[config.mk]
export PLATFORM = sky130hd
export DESIGN_NAME = mcg_top
export DESIGN_NICKNAME = d
export VERILOG_FILES = /design/src/mcg_top.v /design/src/mcg_div.v
export VERILOG_INCLUDE_DIRS = /design/src
export SDC_FILE = /design/constraint.sdc
export NUM_CORES = 1
export LEC_CHECK = 0
export ABC_AREA = 1
export BUFFER_PORTS_ARGS = -buffer_cell sky130_fd_sc_hd__buf_4
export CAP_MARGIN = 40
export CORE_ASPECT_RATIO = 1.1
export CORE_MARGIN = 5
export CORE_UTILIZATION = 40
export DETAILED_ROUTE_END_ITERATION = 12
export HOLD_SLACK_MARGIN = 0.08
export PLACE_DENSITY_LB_ADDON = 0.05
export SETUP_SLACK_MARGIN = 0.15
export SYNTH_ARGS = -nofsm -noshare
export SYNTH_HDL_FRONTEND = slang
export SYNTH_SLANG_ARGS = --single-unit
[constraint.sdc]
create_clock -name aclk -period 2.3 [get_ports aclk]
set_clock_uncertainty 0.05 [all_clocks]
set_input_delay 0.345 -clock aclk [delete_from_list [all_inputs] [get_ports aclk]]
set_output_delay 0.345 -clock aclk [all_outputs]
set_load 0.05 [all_outputs]
[src/mcg_regs.vh]
// Purpose: register map, field positions, reset values and loop limits of the clock generator
// Assumes: AXI4-Lite, 32-bit words, byte addresses
// Notes:   definitions only
`ifndef MCG_REGS_VH
`define MCG_REGS_VH

// register byte offsets
`define MCG_ADDR_CLOCK_GENERATION_CONTROL 4'h0
`define MCG_ADDR_SYSTEM_CONTROL_ONE       4'h4
`define MCG_ADDR_STATUS                   4'h8

// clock_generation_control fields
`define MCG_SEL_LO   0
`define MCG_SEL_HI   1
`define MCG_VB_LO    2
`define MCG_VB_HI    3
`define MCG_IDIV_LO  4
`define MCG_IDIV_HI  5
`define MCG_ODIV_LO  6
`define MCG_ODIV_HI  9
`define MCG_MUL_LO   10
`define MCG_MUL_HI   14

// field values and limits
`define MCG_SEL_PLL      2'b11
`define MCG_ODIV_MAX     4'he
`define MCG_VB_RESERVED  2'b11

// reset values
`define MCG_SEL_RST   2'b00
`define MCG_VB_RST    2'b00
`define MCG_IDIV_RST  2'b00
`define MCG_ODIV_RST  4'h0
`define MCG_MUL_RST   5'h00
`define MCG_HALVE_RST 1'b0

// vco phase step bounds per band, scaled to 100/150/200/250
`define MCG_STEP_100 16'h1000
`define MCG_STEP_150 16'h1800
`define MCG_STEP_200 16'h2000
`define MCG_STEP_250 16'h2800

// axi responses
`define MCG_RESP_OKAY   2'b00
`define MCG_RESP_SLVERR 2'b10

`endif

[src/mcg_top.v]
// Function
// - with the selector not at 11 the master clock is the oscillator divided by (in+1)*(out+1).
// - the input prescale field takes 0..3 and the output prescale field 0..14, slowest /60.
// - with both prescale fields at zero in bypass the master clock follows the oscillator level.
// - selector 11 enables the loop and takes the master clock from it.
// - in loop mode master = oscillator * (mul+1) / ((in+1)*(out+1)).
// - in loop mode the vco output passes an output prescaler of out+1.
// - the loop moves the vco rate by one step per window, never in a jump.
// - the vco band field picks 100-150, 150-200 or 200-250 MHz; 11 is reserved.
// - the halve bit makes the cpu clock the master clock or half of it.
// - the system clock always has the cpu clock's rate.
//
// Purpose: master clock generation with bypass prescalers and a digital frequency loop
// Assumes: osc_in is synchronous to aclk and below aclk/2
// Notes:   clocks are produced as levels sampled on aclk; vco rates are scaled to aclk
`timescale 1ns/1ps
`include "mcg_regs.vh"

module mcg_top (
    // clock and reset
    input  wire        aclk,
    input  wire        aresetn,
    // axi4-lite write address
    input  wire [3:0]  s_axi_awaddr,
    input  wire        s_axi_awvalid,
    output reg         s_axi_awready,
    // axi4-lite write data
    input  wire [31:0] s_axi_wdata,
    input  wire [3:0]  s_axi_wstrb,
    input  wire        s_axi_wvalid,
    output reg         s_axi_wready,
    // axi4-lite write response
    output reg  [1:0]  s_axi_bresp,
    output reg         s_axi_bvalid,
    input  wire        s_axi_bready,
    // axi4-lite read address
    input  wire [3:0]  s_axi_araddr,
    input  wire        s_axi_arvalid,
    output reg         s_axi_arready,
    // axi4-lite read data
    output reg  [31:0] s_axi_rdata,
    output reg  [1:0]  s_axi_rresp,
    output reg         s_axi_rvalid,
    input  wire        s_axi_rready,
    // oscillator input
    input  wire        osc_in,
    // generated clocks
    output reg         master_clk,
    output reg         cpu_clk,
    output reg         sys_clk,
    output reg         loop_locked
);

    ////////////////////////////////////////////////////////////////////////////
    // control fields

    reg  [1:0]  clock_mechanism_select;
    reg  [1:0]  vco_band_select;
    reg  [1:0]  input_prescale_value;
    reg  [3:0]  output_prescale_value;
    reg  [4:0]  loop_multiplier_value;
    reg         cpu_clock_halve_select;

    // merge a written word into an old one under the byte strobes
    function [31:0] merge;
        input [31:0] old_word;
        input [31:0] new_word;
        input [3:0]  strb;
        integer      i;
        begin
            merge = old_word;
            for (i = 0; i < 4; i = i + 1) begin
                if (strb[i]) begin
                    merge[i*8 +: 8] = new_word[i*8 +: 8];
                end
            end
        end
    endfunction

    wire [31:0] ctrl_word;
    assign ctrl_word = {17'h0_0000, loop_multiplier_value, output_prescale_value,
                        input_prescale_value, vco_band_select, clock_mechanism_select};

    wire        pll_mode;
    assign pll_mode = (clock_mechanism_select == `MCG_SEL_PLL);

    reg  [15:0] vco_step;

    ////////////////////////////////////////////////////////////////////////////
    // axi4-lite slave: address and data taken in either order

    reg         aw_held;
    reg         w_held;
    reg  [3:0]  aw_addr;
    reg  [31:0] w_data;
    reg  [3:0]  w_strb;
    reg  [31:0] new_ctrl;
    reg  [31:0] new_sys;

    always @* begin
        new_ctrl = merge(ctrl_word, w_data, w_strb);
        new_sys  = merge({31'h0, cpu_clock_halve_select}, w_data, w_strb);
    end

    always @(posedge aclk) begin
        if (!aresetn) begin
            s_axi_awready          <= 1'b0;
            s_axi_wready           <= 1'b0;
            s_axi_bvalid           <= 1'b0;
            s_axi_bresp            <= `MCG_RESP_OKAY;
            aw_held                <= 1'b0;
            w_held                 <= 1'b0;
            aw_addr                <= 4'h0;
            w_data                 <= 32'h0000_0000;
            w_strb                 <= 4'h0;
            clock_mechanism_select <= `MCG_SEL_RST;
            vco_band_select        <= `MCG_VB_RST;
            input_prescale_value   <= `MCG_IDIV_RST;
            output_prescale_value  <= `MCG_ODIV_RST;
            loop_multiplier_value  <= `MCG_MUL_RST;
            cpu_clock_halve_select <= `MCG_HALVE_RST;
        end else begin
            s_axi_awready <= !aw_held && !s_axi_awready && !s_axi_bvalid;
            s_axi_wready  <= !w_held && !s_axi_wready && !s_axi_bvalid;
            if (s_axi_awvalid && s_axi_awready) begin
                aw_held       <= 1'b1;
                aw_addr       <= s_axi_awaddr;
                s_axi_awready <= 1'b0;
            end
            if (s_axi_wvalid && s_axi_wready) begin
                w_held       <= 1'b1;
                w_data       <= s_axi_wdata;
                w_strb       <= s_axi_wstrb;
                s_axi_wready <= 1'b0;
            end
            if (aw_held && w_held && !s_axi_bvalid) begin
                aw_held      <= 1'b0;
                w_held       <= 1'b0;
                s_axi_bvalid <= 1'b1;
                s_axi_bresp  <= `MCG_RESP_OKAY;
                if (aw_addr == `MCG_ADDR_CLOCK_GENERATION_CONTROL) begin
                    clock_mechanism_select <= new_ctrl[`MCG_SEL_HI:`MCG_SEL_LO];
                    vco_band_select        <= new_ctrl[`MCG_VB_HI:`MCG_VB_LO];
                    input_prescale_value   <= new_ctrl[`MCG_IDIV_HI:`MCG_IDIV_LO];
                    loop_multiplier_value  <= new_ctrl[`MCG_MUL_HI:`MCG_MUL_LO];
                    // 15 is not a legal ratio; it is held at the largest one
                    if (new_ctrl[`MCG_ODIV_HI:`MCG_ODIV_LO] > `MCG_ODIV_MAX) begin
                        output_prescale_value <= `MCG_ODIV_MAX;
                    end else begin
                        output_prescale_value <= new_ctrl[`MCG_ODIV_HI:`MCG_ODIV_LO];
                    end
                end else if (aw_addr == `MCG_ADDR_SYSTEM_CONTROL_ONE) begin
                    cpu_clock_halve_select <= new_sys[0];
                end else if (aw_addr == `MCG_ADDR_STATUS) begin
                    s_axi_bresp <= `MCG_RESP_OKAY;
                end else begin
                    s_axi_bresp <= `MCG_RESP_SLVERR;
                end
            end
            if (s_axi_bvalid && s_axi_bready) begin
                s_axi_bvalid <= 1'b0;
            end
        end
    end

    always @(posedge aclk) begin
        if (!aresetn) begin
            s_axi_arready <= 1'b0;
            s_axi_rvalid  <= 1'b0;
            s_axi_rdata   <= 32'h0000_0000;
            s_axi_rresp   <= `MCG_RESP_OKAY;
        end else begin
            s_axi_arready <= !s_axi_arready && !s_axi_rvalid;
            if (s_axi_arvalid && s_axi_arready) begin
                s_axi_arready <= 1'b0;
                s_axi_rvalid  <= 1'b1;
                s_axi_rresp   <= `MCG_RESP_OKAY;
                if (s_axi_araddr == `MCG_ADDR_CLOCK_GENERATION_CONTROL) begin
                    s_axi_rdata <= ctrl_word;
                end else if (s_axi_araddr == `MCG_ADDR_SYSTEM_CONTROL_ONE) begin
                    s_axi_rdata <= {31'h0, cpu_clock_halve_select};
                end else if (s_axi_araddr == `MCG_ADDR_STATUS) begin
                    s_axi_rdata <= {vco_step, 14'h0000, pll_mode, loop_locked};
                end else begin
                    s_axi_rdata <= 32'h0000_0000;
                    s_axi_rresp <= `MCG_RESP_SLVERR;
                end
            end else if (s_axi_rvalid && s_axi_rready) begin
                s_axi_rvalid <= 1'b0;
            end
        end
    end

    ////////////////////////////////////////////////////////////////////////////
    // oscillator edges and input prescaler

    reg         osc_q;
    reg         pll_mode_q;
    wire        osc_edge;
    wire        mode_change;
    wire        in_tick;

    // every edge counts, so a divide by n of edges toggled gives period x n
    assign osc_edge    = osc_in ^ osc_q;
    assign mode_change = pll_mode ^ pll_mode_q;

    always @(posedge aclk) begin
        if (!aresetn) begin
            osc_q      <= 1'b0;
            pll_mode_q <= 1'b0;
        end else begin
            osc_q      <= osc_in;
            pll_mode_q <= pll_mode;
        end
    end

    mcg_div u_in_div (
        .aclk     (aclk),
        .aresetn  (aresetn),
        .clear    (mode_change),
        .limit    ({2'b00, input_prescale_value}),
        .tick_in  (osc_edge),
        .tick_out (in_tick)
    );

    ////////////////////////////////////////////////////////////////////////////
    // digital frequency loop: phase accumulator vco

    reg  [15:0] vco_acc;
    reg  [5:0]  vco_count;
    reg  [15:0] band_lo;
    reg  [15:0] band_hi;
    wire [16:0] acc_sum;
    wire        vco_edge;
    wire [5:0]  target;

    assign acc_sum  = {1'b0, vco_acc} + {1'b0, vco_step};
    assign vco_edge = pll_mode && acc_sum[16];
    assign target   = {1'b0, loop_multiplier_value} + 6'h01;

    always @* begin
        case (vco_band_select)
            2'b01: begin
                band_lo = `MCG_STEP_150;
                band_hi = `MCG_STEP_200;
            end
            2'b10: begin
                band_lo = `MCG_STEP_200;
                band_hi = `MCG_STEP_250;
            end
            default: begin
                // reserved code behaves as the lowest band
                band_lo = `MCG_STEP_100;
                band_hi = `MCG_STEP_150;
            end
        endcase
    end

    // window of in+1 oscillator edges must hold mul+1 vco edges
    always @(posedge aclk) begin
        if (!aresetn) begin
            vco_acc     <= 16'h0000;
            vco_step    <= `MCG_STEP_100;
            vco_count   <= 6'h00;
            loop_locked <= 1'b0;
        end else if (!pll_mode) begin
            vco_acc     <= 16'h0000;
            vco_count   <= 6'h00;
            loop_locked <= 1'b0;
            vco_step    <= band_lo;
        end else begin
            vco_acc <= acc_sum[15:0];
            if (in_tick) begin
                vco_count <= {5'h00, vco_edge};
                // one step per window keeps the rate gliding
                if (vco_count < target && vco_step < band_hi) begin
                    vco_step <= vco_step + 16'h0001;
                end else if (vco_count > target && vco_step > band_lo) begin
                    vco_step <= vco_step - 16'h0001;
                end else if (vco_step < band_lo) begin
                    vco_step <= vco_step + 16'h0001;
                end else if (vco_step > band_hi) begin
                    vco_step <= vco_step - 16'h0001;
                end
                loop_locked <= (vco_count == target);
            end else if (vco_edge && vco_count != 6'h3f) begin
                vco_count <= vco_count + 6'h01;
            end
        end
    end

    ////////////////////////////////////////////////////////////////////////////
    // output prescaler and derived clocks

    wire        src_tick;
    wire        out_tick;

    // bypass feeds input prescaler ticks, loop mode feeds vco edges
    assign src_tick = pll_mode ? vco_edge : in_tick;

    mcg_div u_out_div (
        .aclk     (aclk),
        .aresetn  (aresetn),
        .clear    (mode_change),
        .limit    (output_prescale_value),
        .tick_in  (src_tick),
        .tick_out (out_tick)
    );

    reg         half_clk;
    reg         next_cpu;

    always @* begin
        // halve toggles on master rising edges only
        if (cpu_clock_halve_select) begin
            next_cpu = (out_tick && !master_clk) ? !half_clk : half_clk;
        end else begin
            next_cpu = out_tick ? !master_clk : master_clk;
        end
    end

    always @(posedge aclk) begin
        if (!aresetn) begin
            master_clk <= 1'b0;
            half_clk   <= 1'b0;
            cpu_clk    <= 1'b0;
            sys_clk    <= 1'b0;
        end else begin
            // in bypass with both ratios at zero this follows osc_in edge for edge
            if (out_tick) begin
                master_clk <= !master_clk;
            end
            if (out_tick && !master_clk) begin
                half_clk <= !half_clk;
            end
            cpu_clk <= next_cpu;
            sys_clk <= next_cpu;
        end
    end

endmodule // mcg_top

[src/mcg_div.v]
// Purpose: prescaler counting input ticks, one output tick every limit+1 inputs
// Assumes: tick_in is a one-cycle pulse in the aclk domain
// Notes:   clear restarts the count so a mode change starts a fresh ratio
`timescale 1ns/1ps

module mcg_div (
    // clock and reset
    input  wire       aclk,
    input  wire       aresetn,
    // control
    input  wire       clear,
    input  wire [3:0] limit,
    // ticks
    input  wire       tick_in,
    output wire       tick_out
);

    reg  [3:0] count;
    wire       wrap;

    assign wrap     = (count >= limit);
    assign tick_out = tick_in && wrap;

    always @(posedge aclk) begin
        if (!aresetn || clear) begin
            count <= 4'h0;
        end else if (tick_in) begin
            if (wrap) begin
                count <= 4'h0;
            end else begin
                count <= count + 4'h1;
            end
        end
    end

endmodule // mcg_div

; Yosys cells after proc, flatten, opt, wreduce, memory -nomap -nowiden
; Index checks and enable logic that the tools add are counted.
[word_totals]
register_bits = 132
inputBits = 52
elab_cells = 139
output_inout_bits = 45
[classes]
n_lt_le_gt_ge = 9
n_mux = 30
n_bitwise = 5
eq_ne = 11
reduce_logical = 46
addsub = 7
[op_table]
columns = op, n
row1 = $mux 16, 6
row2 = $mux 32, 3
row3 = $pmux 14 s2, 2
row4 = $gt 16x16->1, 2
row5 = $lt 16x16->1, 2
row6 = $logic_and 1x1->1, 19
row7 = $add 16x16->17, 1
row8 = $add 16x1->16 const B, 1
row9 = $sub 16x1->16 const B, 1
row10 = $mux 2, 7
row11 = $mux 4, 3
row12 = $logic_not 1->1, 10
row13 = $reduce_or 2->1, 5
row14 = $add 4x1->4 const B, 2
row15 = $eq 4x3->1 const B, 2
row16 = $eq 4x4->1 const B, 2
row17 = $logic_not 4->1, 2
row18 = $mux 1, 8
row19 = $mux 8, 1
row20 = $add 5x1->6 const B, 1
row21 = $add 6x1->6 const B, 1
row22 = $eq 6x6->1, 1
row23 = $gt 6x6->1, 1
row24 = $lt 6x6->1, 1
row25 = 16 further kinds, 24

; Logic depth before layout (Yosys ltp)
; Gate-level depths: netlist of run 1.
[depth]
word_depth = 9
depth_mapped = 19
ltp_nobuf = 18

; Cells and area by module
; A second synthesis of run 1 with hierarchy kept.
[unflattened]
hier_cells = 1040
hier_area_um2 = 7160.6
[modules_own_cells]
columns = mod, area_each_um2, seq_area_each_um2, cells_per_inst, instances
row1 = mcg_top, 6587.6, 2422.3, 962, 1
row2 = mcg_div, 286.5, 80.1, 39, 2

; Worst setup path after synthesis of run 1
; No wires, ideal clock.
[synth_timing]
path_type = register to register
startpoint = register vco_step[0]
endpoint = register sys_clk
stages_incl_launch_ff = 17
slack_ps = -102
path_buffers = 0
arrival_ps = 2242
setup_ps = 110
required_ps = 2140
path_cell_list = dfxtp_1 -> ha_1 -> fa_1 -> nand2_1 -> nand2_1 -> o21ai_1 -> o21ai_1 -> nand2_1 -> nand2_2 -> nand2_2 -> a21oi_1 -> ha_1 -> xor2_1 -> nand2_1 -> o21ai_0 -> nand2_1 -> inv_1
[synth_via]
elab_chain_cells = 7
[synth_rtl]
columns = element, line_no
row1 = from (decl), mcg_top.v:87  ; reg [15:0] vco_step;
row2 = from (signal assigned), mcg_top.v:263  ; vco_step <= `MCG_STEP_100;
row3 = from (signal assigned), mcg_top.v:270  ; vco_step <= band_lo;
row4 = from (signal assigned), mcg_top.v:277  ; vco_step <= vco_step + 16'h0001;
row5 = $add 16x16->17 (*), mcg_top.v:237  ; assign acc_sum = {1'b0, vco_acc} + {1'b0, vco_step};
row6 = $logic_and 1x1->1 (*), mcg_top.v:238  ; assign vco_edge = pll_mode && acc_sum[16];
row7 = $mux 1 (*), mcg_top.v:299  ; assign src_tick = pll_mode ? vco_edge : in_tick;
row8 = $logic_and 1x1->1 (*), mcg_div.v:22  ; assign tick_out = tick_in && wrap;
row9 = $logic_and 1x1->1, mcg_top.v:316  ; next_cpu = (out_tick && !master_clk) ? !half_clk : half_clk;
row10 = $mux 1, n/a
row11 = $mux 1 (*), mcg_top.v:315  ; if (cpu_clock_halve_select) begin
row12 = to (signal assigned), mcg_top.v:337  ; sys_clk <= next_cpu;
row13 = to (decl), mcg_top.v:50  ; output reg sys_clk,
; Mark *: on every way between the ends. The rest lies on a longest branch, timed or not.
; A chain may end at the register's enable or synchronous reset.

; Worst setup path after layout of run 1
[layout_timing]
startpoint = register loop_multiplier_value[0]
endpoint = register vco_step[12]
[layout_via]
elab_chain_cells = 7
[layout_rtl]
columns = element, line_no
row1 = from (decl), mcg_top.v:61  ; reg [4:0] loop_multiplier_value;
row2 = from (signal assigned), mcg_top.v:120  ; loop_multiplier_value <= `MCG_MUL_RST;
row3 = from (signal assigned), mcg_top.v:145  ; loop_multiplier_value <= new_ctrl[`MCG_MUL_HI:`MCG_MUL_LO];
row4 = $add 5x1->6 (*), mcg_top.v:239  ; assign target = {1'b0, loop_multiplier_value} + 6'h01;
row5 = $gt 6x6->1, mcg_top.v:278  ; end else if (vco_count > target && vco_step > band_lo) begin
row6 = $logic_and 1x1->1, mcg_top.v:278
row7 = $mux 16, mcg_top.v:278
row8 = $mux 16, mcg_top.v:276  ; if (vco_count < target && vco_step < band_hi) begin
row9 = $mux 16, mcg_top.v:273  ; if (in_tick) begin
row10 = $mux 16, mcg_top.v:266  ; end else if (!pll_mode) begin
row11 = to (signal assigned), mcg_top.v:277
row12 = to (signal assigned), mcg_top.v:279  ; vco_step <= vco_step - 16'h0001;
row13 = to (signal assigned), mcg_top.v:281  ; vco_step <= vco_step + 16'h0001;
; Mark *: on every way between the ends. The rest lies on a longest branch, timed or not. The select of a mux whose other input is x is not followed.

==> impl_metrics.ini, run 1 <==
[logic_synthesis]
synthAdderAreaFrac_pct = 8.43
ys.flop_type = dfxtp_1
synthSimpleGateAreaFrac_pct = 28.4
ys_ff_latch = 129
netlist_instances = 977
synth-edff-count = 0
yosysWarnings = 0
syn_area_um2 = 6920
async_reset_ff_share_pct = 0
synth_cell_types = 47
postSynthAreaPerCell_um2 = 7.08
muxShareOfSynthArea_pct = 0
synth-compound-area-share_pct = 15.8
ys_seq_area_share_pct = 37.3
synth_top_family_by_area = simple AND/OR/NAND/NOR gates
synthXorXnorAreaFrac_pct = 1.65

[place]
hpwl_um = 13500
place_ws_ns = -0.0988
numPortBuffers = 74
routabilityCongestion = 0.879
place_inst = 1320

[layout]
multi_input_area_um2 = 4130
stdcell_count = 1369
antenna_cells = 0
n_fill_cell = 1734
final_core_util_pct = 54.7
area_growth_pct = 34.5
regArea_um2 = 2600
final_nets = 1220
drive_gt1_share_pct = 26.5

[min_path]
hold_class = in -> reg
min_path_cells = 3

[timing]
fin_crit_ns = 2.35
clock.fmax_ghz = 0.426
report.final.slew_viol_count = 0
worst_slew_pin_slew_ns = 0.645
hold_violations = 0
setup_viol = 4
slew_headroom_pct = 57.0
fin_crit_sh_pct = 102
worst_slack_ns = -0.0471
rsz0062_at_grt = true

[clocking]
clkLatencyLatePin_ns = 0.43
htree_levels = 4
clock_path_buffers = 2
cts_sinks = 129
cts_tree = yes
cts_root_buffer = clkbuf_16
numCtsBuffers = 17
clk_pin_slew_ns = 0.06

[setup_path]
critPathMostFrequentCell = nand2_2
cp_num_cells = 18
cp_num_buf_inv = 3
cp.required_ns = 2.55
crit_path_start_kind = register
slowest_stage = dfxtp_4
rr_worst_depth = 18
cp-end-kind = register
worstSetupPathType = reg -> reg
crit_chain = ha_4 -> nand3_2 -> xor2_1 -> ha_1 -> nand2_2 -> inv_2 -> nand2_2 -> nand2_2 -> nor2_4 -> nand2_4 -> nand2_8 -> buf_12 -> buf_4 -> o21ai_2 -> nand2_1 -> nand2_1 -> nand3_1 -> nand3_1
path_max_fanout = 6
crit_family = simple AND/OR/NAND/NOR gates
crit_arrival_ns = 2.60
critical_path.max_stage_delay_ns = 0.37

[power]
switchingPower_mw = 1.60
pwr-share-clk_pct = 45.6
p_leak_nw = 4.07
swShare_pct = 28.6
peakVddDrop_v = 0.000505
internal_power_mw = 4.00
p_comb_share_pct = 12.0
p_per_area_nw_per_um2 = 602
seqPwrFrac_pct = 42.4

[die]
num_io_pins = 97
initial_core_util_pct = 40.6
die_x_um = 135
die_area_um2 = 20000
die_h_um = 148
fp.coreArea_um2 = 17000
rows = 50

[detailed_routing]
drtAntennaViolNets = 0
wire_per_inst_um = 13.7
vias = 6557
drc_errors = 0
routed_wl_um = 18700
drt_pre_antenna_iters = 4
dr.first_iter.drc_count = 209
avgViaCountPerCell = 4.79

[global_route]
grt_pass1_wl_um = 31300
grt_overflow_total = 0
gr-usage-all-layers_pct = 19.4
antenna_found_initial = 0
grt_max_degree = 71
first_global_vias = 6469

[outcome]
status = finished, violations left
violations = setup timing

[job]
cap_viol_max_count = 0
## layer usage
metal	share of wire (%)	track usage (%)	wire length [um]	vias up
met1	44	22.8	8190	2935
met3	2.7	3.88	512	30
met2	51	34.5	9530	95
met4	2.5	7.46	471	0
li1	-	-	-	3497
met5	0	0	0	-
## sequential cells by signal, summed over array words and instances (netlist names), 2 cells and up
name / count
u_out_div.count: 4
u_in_div.count: 4
vco_acc: 16
clock_mechanism_select: 2
vco_step: 16
merge.new_word: 15
aw_addr: 4
output_prescale_value: 4
vco_band_select: 2
loop_multiplier_value: 5
s_axi_rdata: 31
vco_count: 6
merge.strb: 2
input_prescale_value: 2
## final timing paths
check	from	to	slack, ns
setup reg to reg	loop_multiplier_value[0]	vco_step[12]	-0.05
hold / removal	s_axi_wdata[4]	merge.new_word[4]	0.11
hold reg to reg	w_held	s_axi_wready	0.39
setup / recovery	loop_multiplier_value[0]	vco_step[12]	-0.05
## cell families (layout without fill, tap and decap cells)
kind of cell             Yosys count  in the layout
AO/OA/AOI/OAI                    204            204
XOR/XNOR                          13             13
adder cells (fa/ha/maj)           46             46
buffers and inverters            140            296
flip-flops                       129            129
other                              1              3
AND/OR/NAND/NOR                  444            444
## synth_stat cells, types with 10 or more instances
cell	number	area, um^2
inv_1	95	357
nor2_2	10	62.6
dfxtp_1	129	2580
nor3_1	13	65.1
nand3_1	52	260
o21ai_0	88	440
ha_1	45	563
nand2_1	190	713
a21oi_1	86	430
xor2_1	10	87.6
nand4_1	17	106
nor2_1	129	484
clkbuf_1	21	78.8
## area by class of cell
type                    count  share of cell area (%)
well taps                 234                    3.15
inverters                 103                    4.21
clock inverters            14                    1.33
flip-flops and latches    129                    28.0
repair buffers            161                    14.3
clock buffers              18                    4.72
multi-input cells         710                    44.4
## cells in the final DEF (no fill, tap or decap), types with 13 or more instances in the layout
| cell type | netlist | final |
|---|---|---|
| a21oi_1 | 86 | 82 |
| buf_4 | 5 | 146 |
| clkbuf_16 | 0 | 17 |
| dfxtp_1 | 129 | 121 |
| ha_1 | 45 | 35 |
| inv_1 | 95 | 88 |
| nand2_1 | 190 | 180 |
| nand2_2 | 7 | 13 |
| nand3_1 | 52 | 46 |
| nand4_1 | 17 | 17 |
| nor2_1 | 129 | 123 |
| o21ai_0 | 88 | 80 |
| o21ai_2 | 7 | 13 |
## power groups by stage
stage / clock (mW) / combinational, mW / sequential (mW)
floorplan: 0 / 0.254 / 2.59
global placement: 0 / 0.635 / 2.42
detailed placement: 0 / 0.639 / 2.42
CTS: 2.63 / 0.668 / 2.37
global route: 2.74 / 0.732 / 2.38
finish: 2.55 / 0.672 / 2.37
## repair_timing
action,4_1_cts,5_1_grt
setup buffers,10,2
setup endpoints to repair,19,27
hold buffers,2,0
cloned,3,0
gates resized for setup,55,45
pin swaps,36,23
hold endpoints to repair,2,0
## worst reg2reg max path, delay by kind of cell (launching register included)
family	cells	cell delay, ns
AOI/OAI and AO/OA	1	0.05
xor gates and xnor gates	1	0.15
adders and majority gates	2	0.44
buffers and inverters	3	0.27
DFF	1	0.37
and+or+nand+nor	11	0.90
## metrics by stage
step	cell area [um^2]	power, mW	TNS, ns	hold WS [ns]
5_1_grt	9300	5.85	-1.98	0.126
6_report	9300	5.60	-0.0605	0.114
3_3_place_gp	8180	3.06	-0.238	0.376
2_1_floorplan	6980	2.84	0	0.351
4_1_cts	9120	5.66	-0.0221	0.100
3_5_place_dp	8180	3.06	-0.374	0.360
Note: power is estimated with default switching activity, not from simulation.
==> run 2, diff against run 1 <==
--- a/config.mk
+++ b/config.mk
@@ -6,7 +6,6 @@
 export SDC_FILE = /design/constraint.sdc
 export NUM_CORES = 1
 export LEC_CHECK = 0
-export ABC_AREA = 1
 export BUFFER_PORTS_ARGS = -buffer_cell sky130_fd_sc_hd__buf_4
 export CAP_MARGIN = 40
 export CORE_ASPECT_RATIO = 1.1
==> run 2 against run 1 <==
  * The flow still finishes with violations (setup timing)
  * Synthesized cell count decreased by 23%
  * Non-clock buffer count increased by 40
  * Routed wire length increased by 3.4%
  * Die area decreased by 6.1%
  * Largest power group unchanged
==> impl_metrics.ini, run 2 <==
[die]
die_area_um2 = 18800
die_x_um = 131
rows = 48
die_h_um = 143
num_io_pins = 97
initial_core_util_pct = 40.9
fp.coreArea_um2 = 15800

[global_route]
antenna_found_initial = 0
grt_pass1_wl_um = 31600
grt_max_degree = 38
grt_overflow_total = 0
gr-usage-all-layers_pct = 20.7
first_global_vias = 6172

[logic_synthesis]
synth_cell_types = 75
netlist_instances = 757
ys.flop_type = dfxtp_1
synth_most_common_cell = dfxtp_1
ys_seq_area_share_pct = 40.0
async_reset_ff_share_pct = 0
ys_ff_latch = 129
synth-edff-count = 0
yosysWarnings = 0
postSynthAreaPerCell_um2 = 8.54
synth.area.top_cells = dfxtp_1, ha_1, a21oi_1
yosysTopAreaCell = dfxtp_1
syn_area_um2 = 6460
yosysTopAreaCellShare_pct = 40.0
synth_common_cells = dfxtp_1, nor2_1, nand2_1

[detailed_routing]
routed_wl_um = 19300
wire_per_inst_um = 16.7
drt_pre_antenna_iters = 5
avgViaCountPerCell = 5.35
drc_errors = 0
drtAntennaViolNets = 0
dr.first_iter.drc_count = 270
vias = 6188

[layout]
drive_gt1_share_pct = 34.4
largestRegisters = s_axi_rdata: 31 flops, vco_acc: 16 flops, vco_step: 16 flops
n_fill_cell = 1421
fin_area_um2 = 9210
area_growth_pct = 42.5
final_nets = 1043
stdcell_count = 1157
final_common_cell = buf_4
antenna_cells = 0
final_cell_mix = buf_4, dfxtp_1, nor2_1, nand2_1, a21oi_1
largest_reg_flops = 31
largest_register = s_axi_rdata

[place]
routabilityCongestion = 0.887
hpwl_um = 14300
numPortBuffers = 74
place_inst = 1105
post_dp_cell_area_um2 = 8050

[timing]
clock.fmax_ghz = 0.368
setup_viol = 31
hold_violations = 0
worst_slack_ns = -0.414
fin_crit_sh_pct = 118
fin_crit_ns = 2.71
fin_setup_tns_ns = -8.22
rsz0062_at_grt = true
report.final.slew_viol_count = 0
worst_slew_pin_slew_ns = 0.598
slew_headroom_pct = 60.1

[clocking]
clkLatencyLatePin_ns = 0.42
ctsHoldBuffers = 0
numCtsBuffers = 17
htree_levels = 4
cts_tree = yes
clock_path_buffers = 2
cts_root_buffer = clkbuf_16
cts_sinks = 129
clk_pin_slew_ns = 0.06

[min_path]
hold_class = in -> reg
min_path_cells = 2
min_from = osc_in

[outcome]
violations = setup timing
status = finished, violations left

[setup_path]
path_max_fanout = 8
cp-end-kind = register
cp.required_ns = 2.61
worstSetupPathType = reg -> reg
timing.rr.start = loop_multiplier_value[2]
crit_path_start_kind = register
rr_worst_depth = 11
setup.worst_path.start = loop_multiplier_value[2]
crit_arrival_ns = 3.02

[power]
peakVddDrop_v = 0.000496
p_per_area_nw_per_um2 = 614
p_leak_nw = 3.95

[job]
cap_viol_max_count = 0
[run 2: stage by stage]
| step | utilization (%) | setup slack, ns | total power, mW | hold WS, ns |
|---|---|---|---|---|
| after floorplan | - | -0.248 | 2.60 | 0.382 |
| after global placement | 50.9 | -0.382 | 2.74 | 0.396 |
| after detailed placement | 50.9 | -0.479 | 2.75 | 0.401 |
| after CTS | 56.7 | -0.344 | 5.66 | 0.0977 |
| after global routing | 58.3 | -0.535 | 5.84 | 0.114 |
| final | 58.3 | -0.414 | 5.66 | 0.110 |
[run 2: worst paths after layout]
check	to	slack, ns
worst min-delay path	osc_q	0.11
worst min register to register	merge.new_word[5]	0.41
worst max-delay path	vco_step[3]	-0.41
worst max register to register	vco_step[3]	-0.41
[run 2: final cells by class]
cell class | count | area (um^2) | share of cell area [%]
multi-input cells | 570 | 4010 | 43.6
repair buffers | 201 | 1620 | 17.6
clock inverters | 12 | 178 | 1.93
inverters | 26 | 97.6 | 1.06
flip-flops and latches | 129 | 2600 | 28.2
clock buffers | 19 | 453 | 4.92
well taps | 200 | 250 | 2.72
[run 2: where the power goes]
group / leakage, nW / switching (mW) / internal [mW]
Combinational: 2.60 / 0.260 / 0.187
Clock: 0.306 / 1.03 / 1.87
Sequential: 1.05 / 0.0383 / 2.27
Total: 3.95 / 1.33 / 4.33
[run 2: routing by layer]
metal / track usage [%] / vias to the layer above / wire [um]
li1: - / 3048 / -
met1: 25.3 / 2956 / 8460
met2: 35.5 / 150 / 9470
met3: 4.06 / 34 / 760
met4: 9.30 / 0 / 637
met5: 0 / - / 0
[run 2: worst max-delay path, cell delays in order, from the launching register on]
cell and delay (ns):
dfxtp_4 0.35, and3_4 0.18, xnor2_1 0.13, ha_1 0.32
a211oi_2 0.22, nor2_1 0.09, and4bb_4 0.41, nor2_4 0.05
a21o_4 0.25, buf_12 0.14, or3_4 0.32, a21oi_2 0.12
[run 2: what timing repair did]
action | in CTS | in global routing
pin swaps | 30 | 18
gates resized for setup | 44 | 32
buffers inserted | 10 | 9
setup endpoints to repair | 37 | 46
cloned | 1 | 1
[run 2: logic make-up (layout without fill, tap and decap cells)]
logic type / Yosys count / count (layout) / synth area share [%]
AND/OR/NAND/NOR: 304 / 304 / 23.2
AO/OA/AOI/OAI: 180 / 180 / 18.3
flip-flops: 129 / 129 / 40.0
buffers and inverters: 60 / 258 / 4.20
adder cells (fa/ha/maj): 46 / 46 / 9.02
XOR/XNOR: 28 / 28 / 3.91
multiplexers: 9 / 9 / 1.39
other: 1 / 3 / 0.0580
==> run 3, diff against run 2 <==
--- a/config.mk
+++ b/config.mk
@@ -13,6 +13,7 @@
 export CORE_UTILIZATION = 40
 export DETAILED_ROUTE_END_ITERATION = 12
 export HOLD_SLACK_MARGIN = 0.08
+export MAX_ROUTING_LAYER = met4
 export PLACE_DENSITY_LB_ADDON = 0.05
 export SETUP_SLACK_MARGIN = 0.15
 export SYNTH_ARGS = -nofsm -noshare
==> run 3 against run 2 <==
  * The run still ends with setup timing left
  * Die area unchanged
  * Clock power is essentially flat
  * Cell count down 0.52%
  * Clock-buffer cell count down 2
  * Register-to-register slack gained 0.07 ns
  * Critical endpoint is now vco_step[15]
  * Total power down 0.43%
==> impl_metrics.ini, run 3 (same netlist as run 2, synthesis figures left out) <==
[outcome]
status = finished, violations left
violations = setup timing

[layout]
largestRegisters = s_axi_rdata: 31 flops, vco_acc: 16 flops, vco_step: 16 flops
final_common_cell = buf_4
final_nets = 1036
drive_gt1_share_pct = 33.2
stdcell_count = 1151
largest_reg_flops = 31
final_cell_mix = buf_4, dfxtp_1, nor2_1, nand2_1, a21oi_1
area_growth_pct = 40.8
largest_register = s_axi_rdata
antenna_cells = 0

[timing]
fin_crit_ns = 2.64
report.final.slew_viol_count = 0
worst_slack_ns = -0.339
rsz0062_at_grt = true
fin_crit_sh_pct = 115
slew_headroom_pct = 58.0
worst_slew_pin_slew_ns = 0.629
hold_violations = 0
setup_viol = 30
clock.fmax_ghz = 0.379

[power]
total_power_mw = 5.63
p_leak_nw = 3.89
peakVddDrop_v = 0.000511
p_per_area_nw_per_um2 = 619

[setup_path]
timing.rr.start = loop_multiplier_value[1]
cp.required_ns = 2.61
cp-end-kind = register
path_max_fanout = 14
crit_arrival_ns = 2.94
worstSetupPathType = reg -> reg
setup.worst_path.start = loop_multiplier_value[1]
crit_path_start_kind = register

[detailed_routing]
vias = 6154
drtAntennaViolNets = 0
drt_pre_antenna_iters = 5
avgViaCountPerCell = 5.35
dr.first_iter.drc_count = 334
wire_per_inst_um = 16.6
routed_wl_um = 19100
drc_errors = 0

[min_path]
hold_class = in -> reg
min_from = osc_in

[global_route]
antenna_found_initial = 0
grt_overflow_total = 0
grt_max_degree = 66
grt_pass1_wl_um = 31100
first_global_vias = 6004
gr-usage-all-layers_pct = 21.0

[place]
place_ws_ns = -0.481
hpwl_um = 14300
routabilityCongestion = 0.916
place_inst = 1103
numPortBuffers = 74

[clocking]
cts_root_buffer = clkbuf_16
clk_pin_slew_ns = 0.06
clkLatencyLatePin_ns = 0.43
ctsHoldBuffers = 0
htree_levels = 4
clock_path_buffers = 2
cts_tree = yes
numCtsBuffers = 17
cts_sinks = 129

[job]
cap_viol_max_count = 0

[die]
die_area_um2 = 18800
num_io_pins = 97
die_x_um = 131
initial_core_util_pct = 40.9
die_h_um = 143
rows = 48
fp.coreArea_um2 = 15800
## run 3: cell count changes in the layout (fill, tap and decap cells not counted), sizes merged
cell / previous run / this run
clkinvlp: 2 / 1
buf: 200 / 194
clkinv: 3 / 7
clkbuf: 20 / 17
## run 3: layout make-up
| class | instances | area (um^2) |
|---|---|---|
| Fill cell | 1429 | 6700 |
| Multi-Input combinational cell | 570 | 3970 |
| Sequential cell | 129 | 2600 |
| Timing Repair Buffer | 194 | 1540 |
| Clock buffer | 17 | 425 |
| Tap cell | 200 | 250 |
| Clock inverter | 15 | 209 |
| Inverter | 26 | 97.6 |
## run 3: where the power goes
| group | leakage, nW | total [mW] | switching, mW | internal [mW] |
|---|---|---|---|---|
| sequential | 1.05 | 2.31 | 0.0380 | 2.27 |
| clock | 0.311 | 2.92 | 1.09 | 1.83 |
| combinational | 2.53 | 0.401 | 0.244 | 0.157 |
| total | 3.89 | 5.63 | 1.37 | 4.26 |
## run 3: through the flow
step	hold WS, ns	area [um^2]	setup TNS, ns	util (%)
after floorplan	0.382	6580	-2.65	-
after global placement	0.400	8030	-6.78	50.8
after detailed placement	0.403	8030	-8.00	50.8
after CTS	0.0903	8940	-6.68	56.6
after global routing	0.101	9100	-10.42	57.6
final	0.103	9100	-6.28	57.6
## run 3: worst max-delay path, cell delays in order, from the launching register on
cell	delay, ns
dfxtp_4	0.36
and3_4	0.17
xnor2_1	0.12
ha_1	0.31
a211oi_2	0.18
nor2_1	0.10
and4bb_4	0.40
nor2_4	0.05
a21o_4	0.24
buf_12	0.15
or3_1	0.30
a21oi_1	0.13
## run 3: final timing paths
| kind | cells past startpoint | end | slack (ns) |
|---|---|---|---|
| max | 11 | vco_step[15] | -0.34 |
| min | 2 | osc_q | 0.10 |
| max reg2reg | 11 | vco_step[15] | -0.34 |
| min reg2reg | 1 | s_axi_arready | 0.40 |
## run 3: routing by layer
layer	track usage (%)	routed length [um]	vias to the layer above
met2	35.7	9560	121
met4	6.29	354	0
met3	4.48	678	28
met1	25.0	8550	2959
li1	-	-	3046
met5	-	0	-
## run 3: repair_timing
item                                    4_1_cts  5_1_grt
endpoints found under the hold margin         0        0
endpoints found under the setup margin       37       38
cloned                                        0        1
pin swaps                                    43       21
gates resized for setup                      40       24
buffers inserted                             10        5
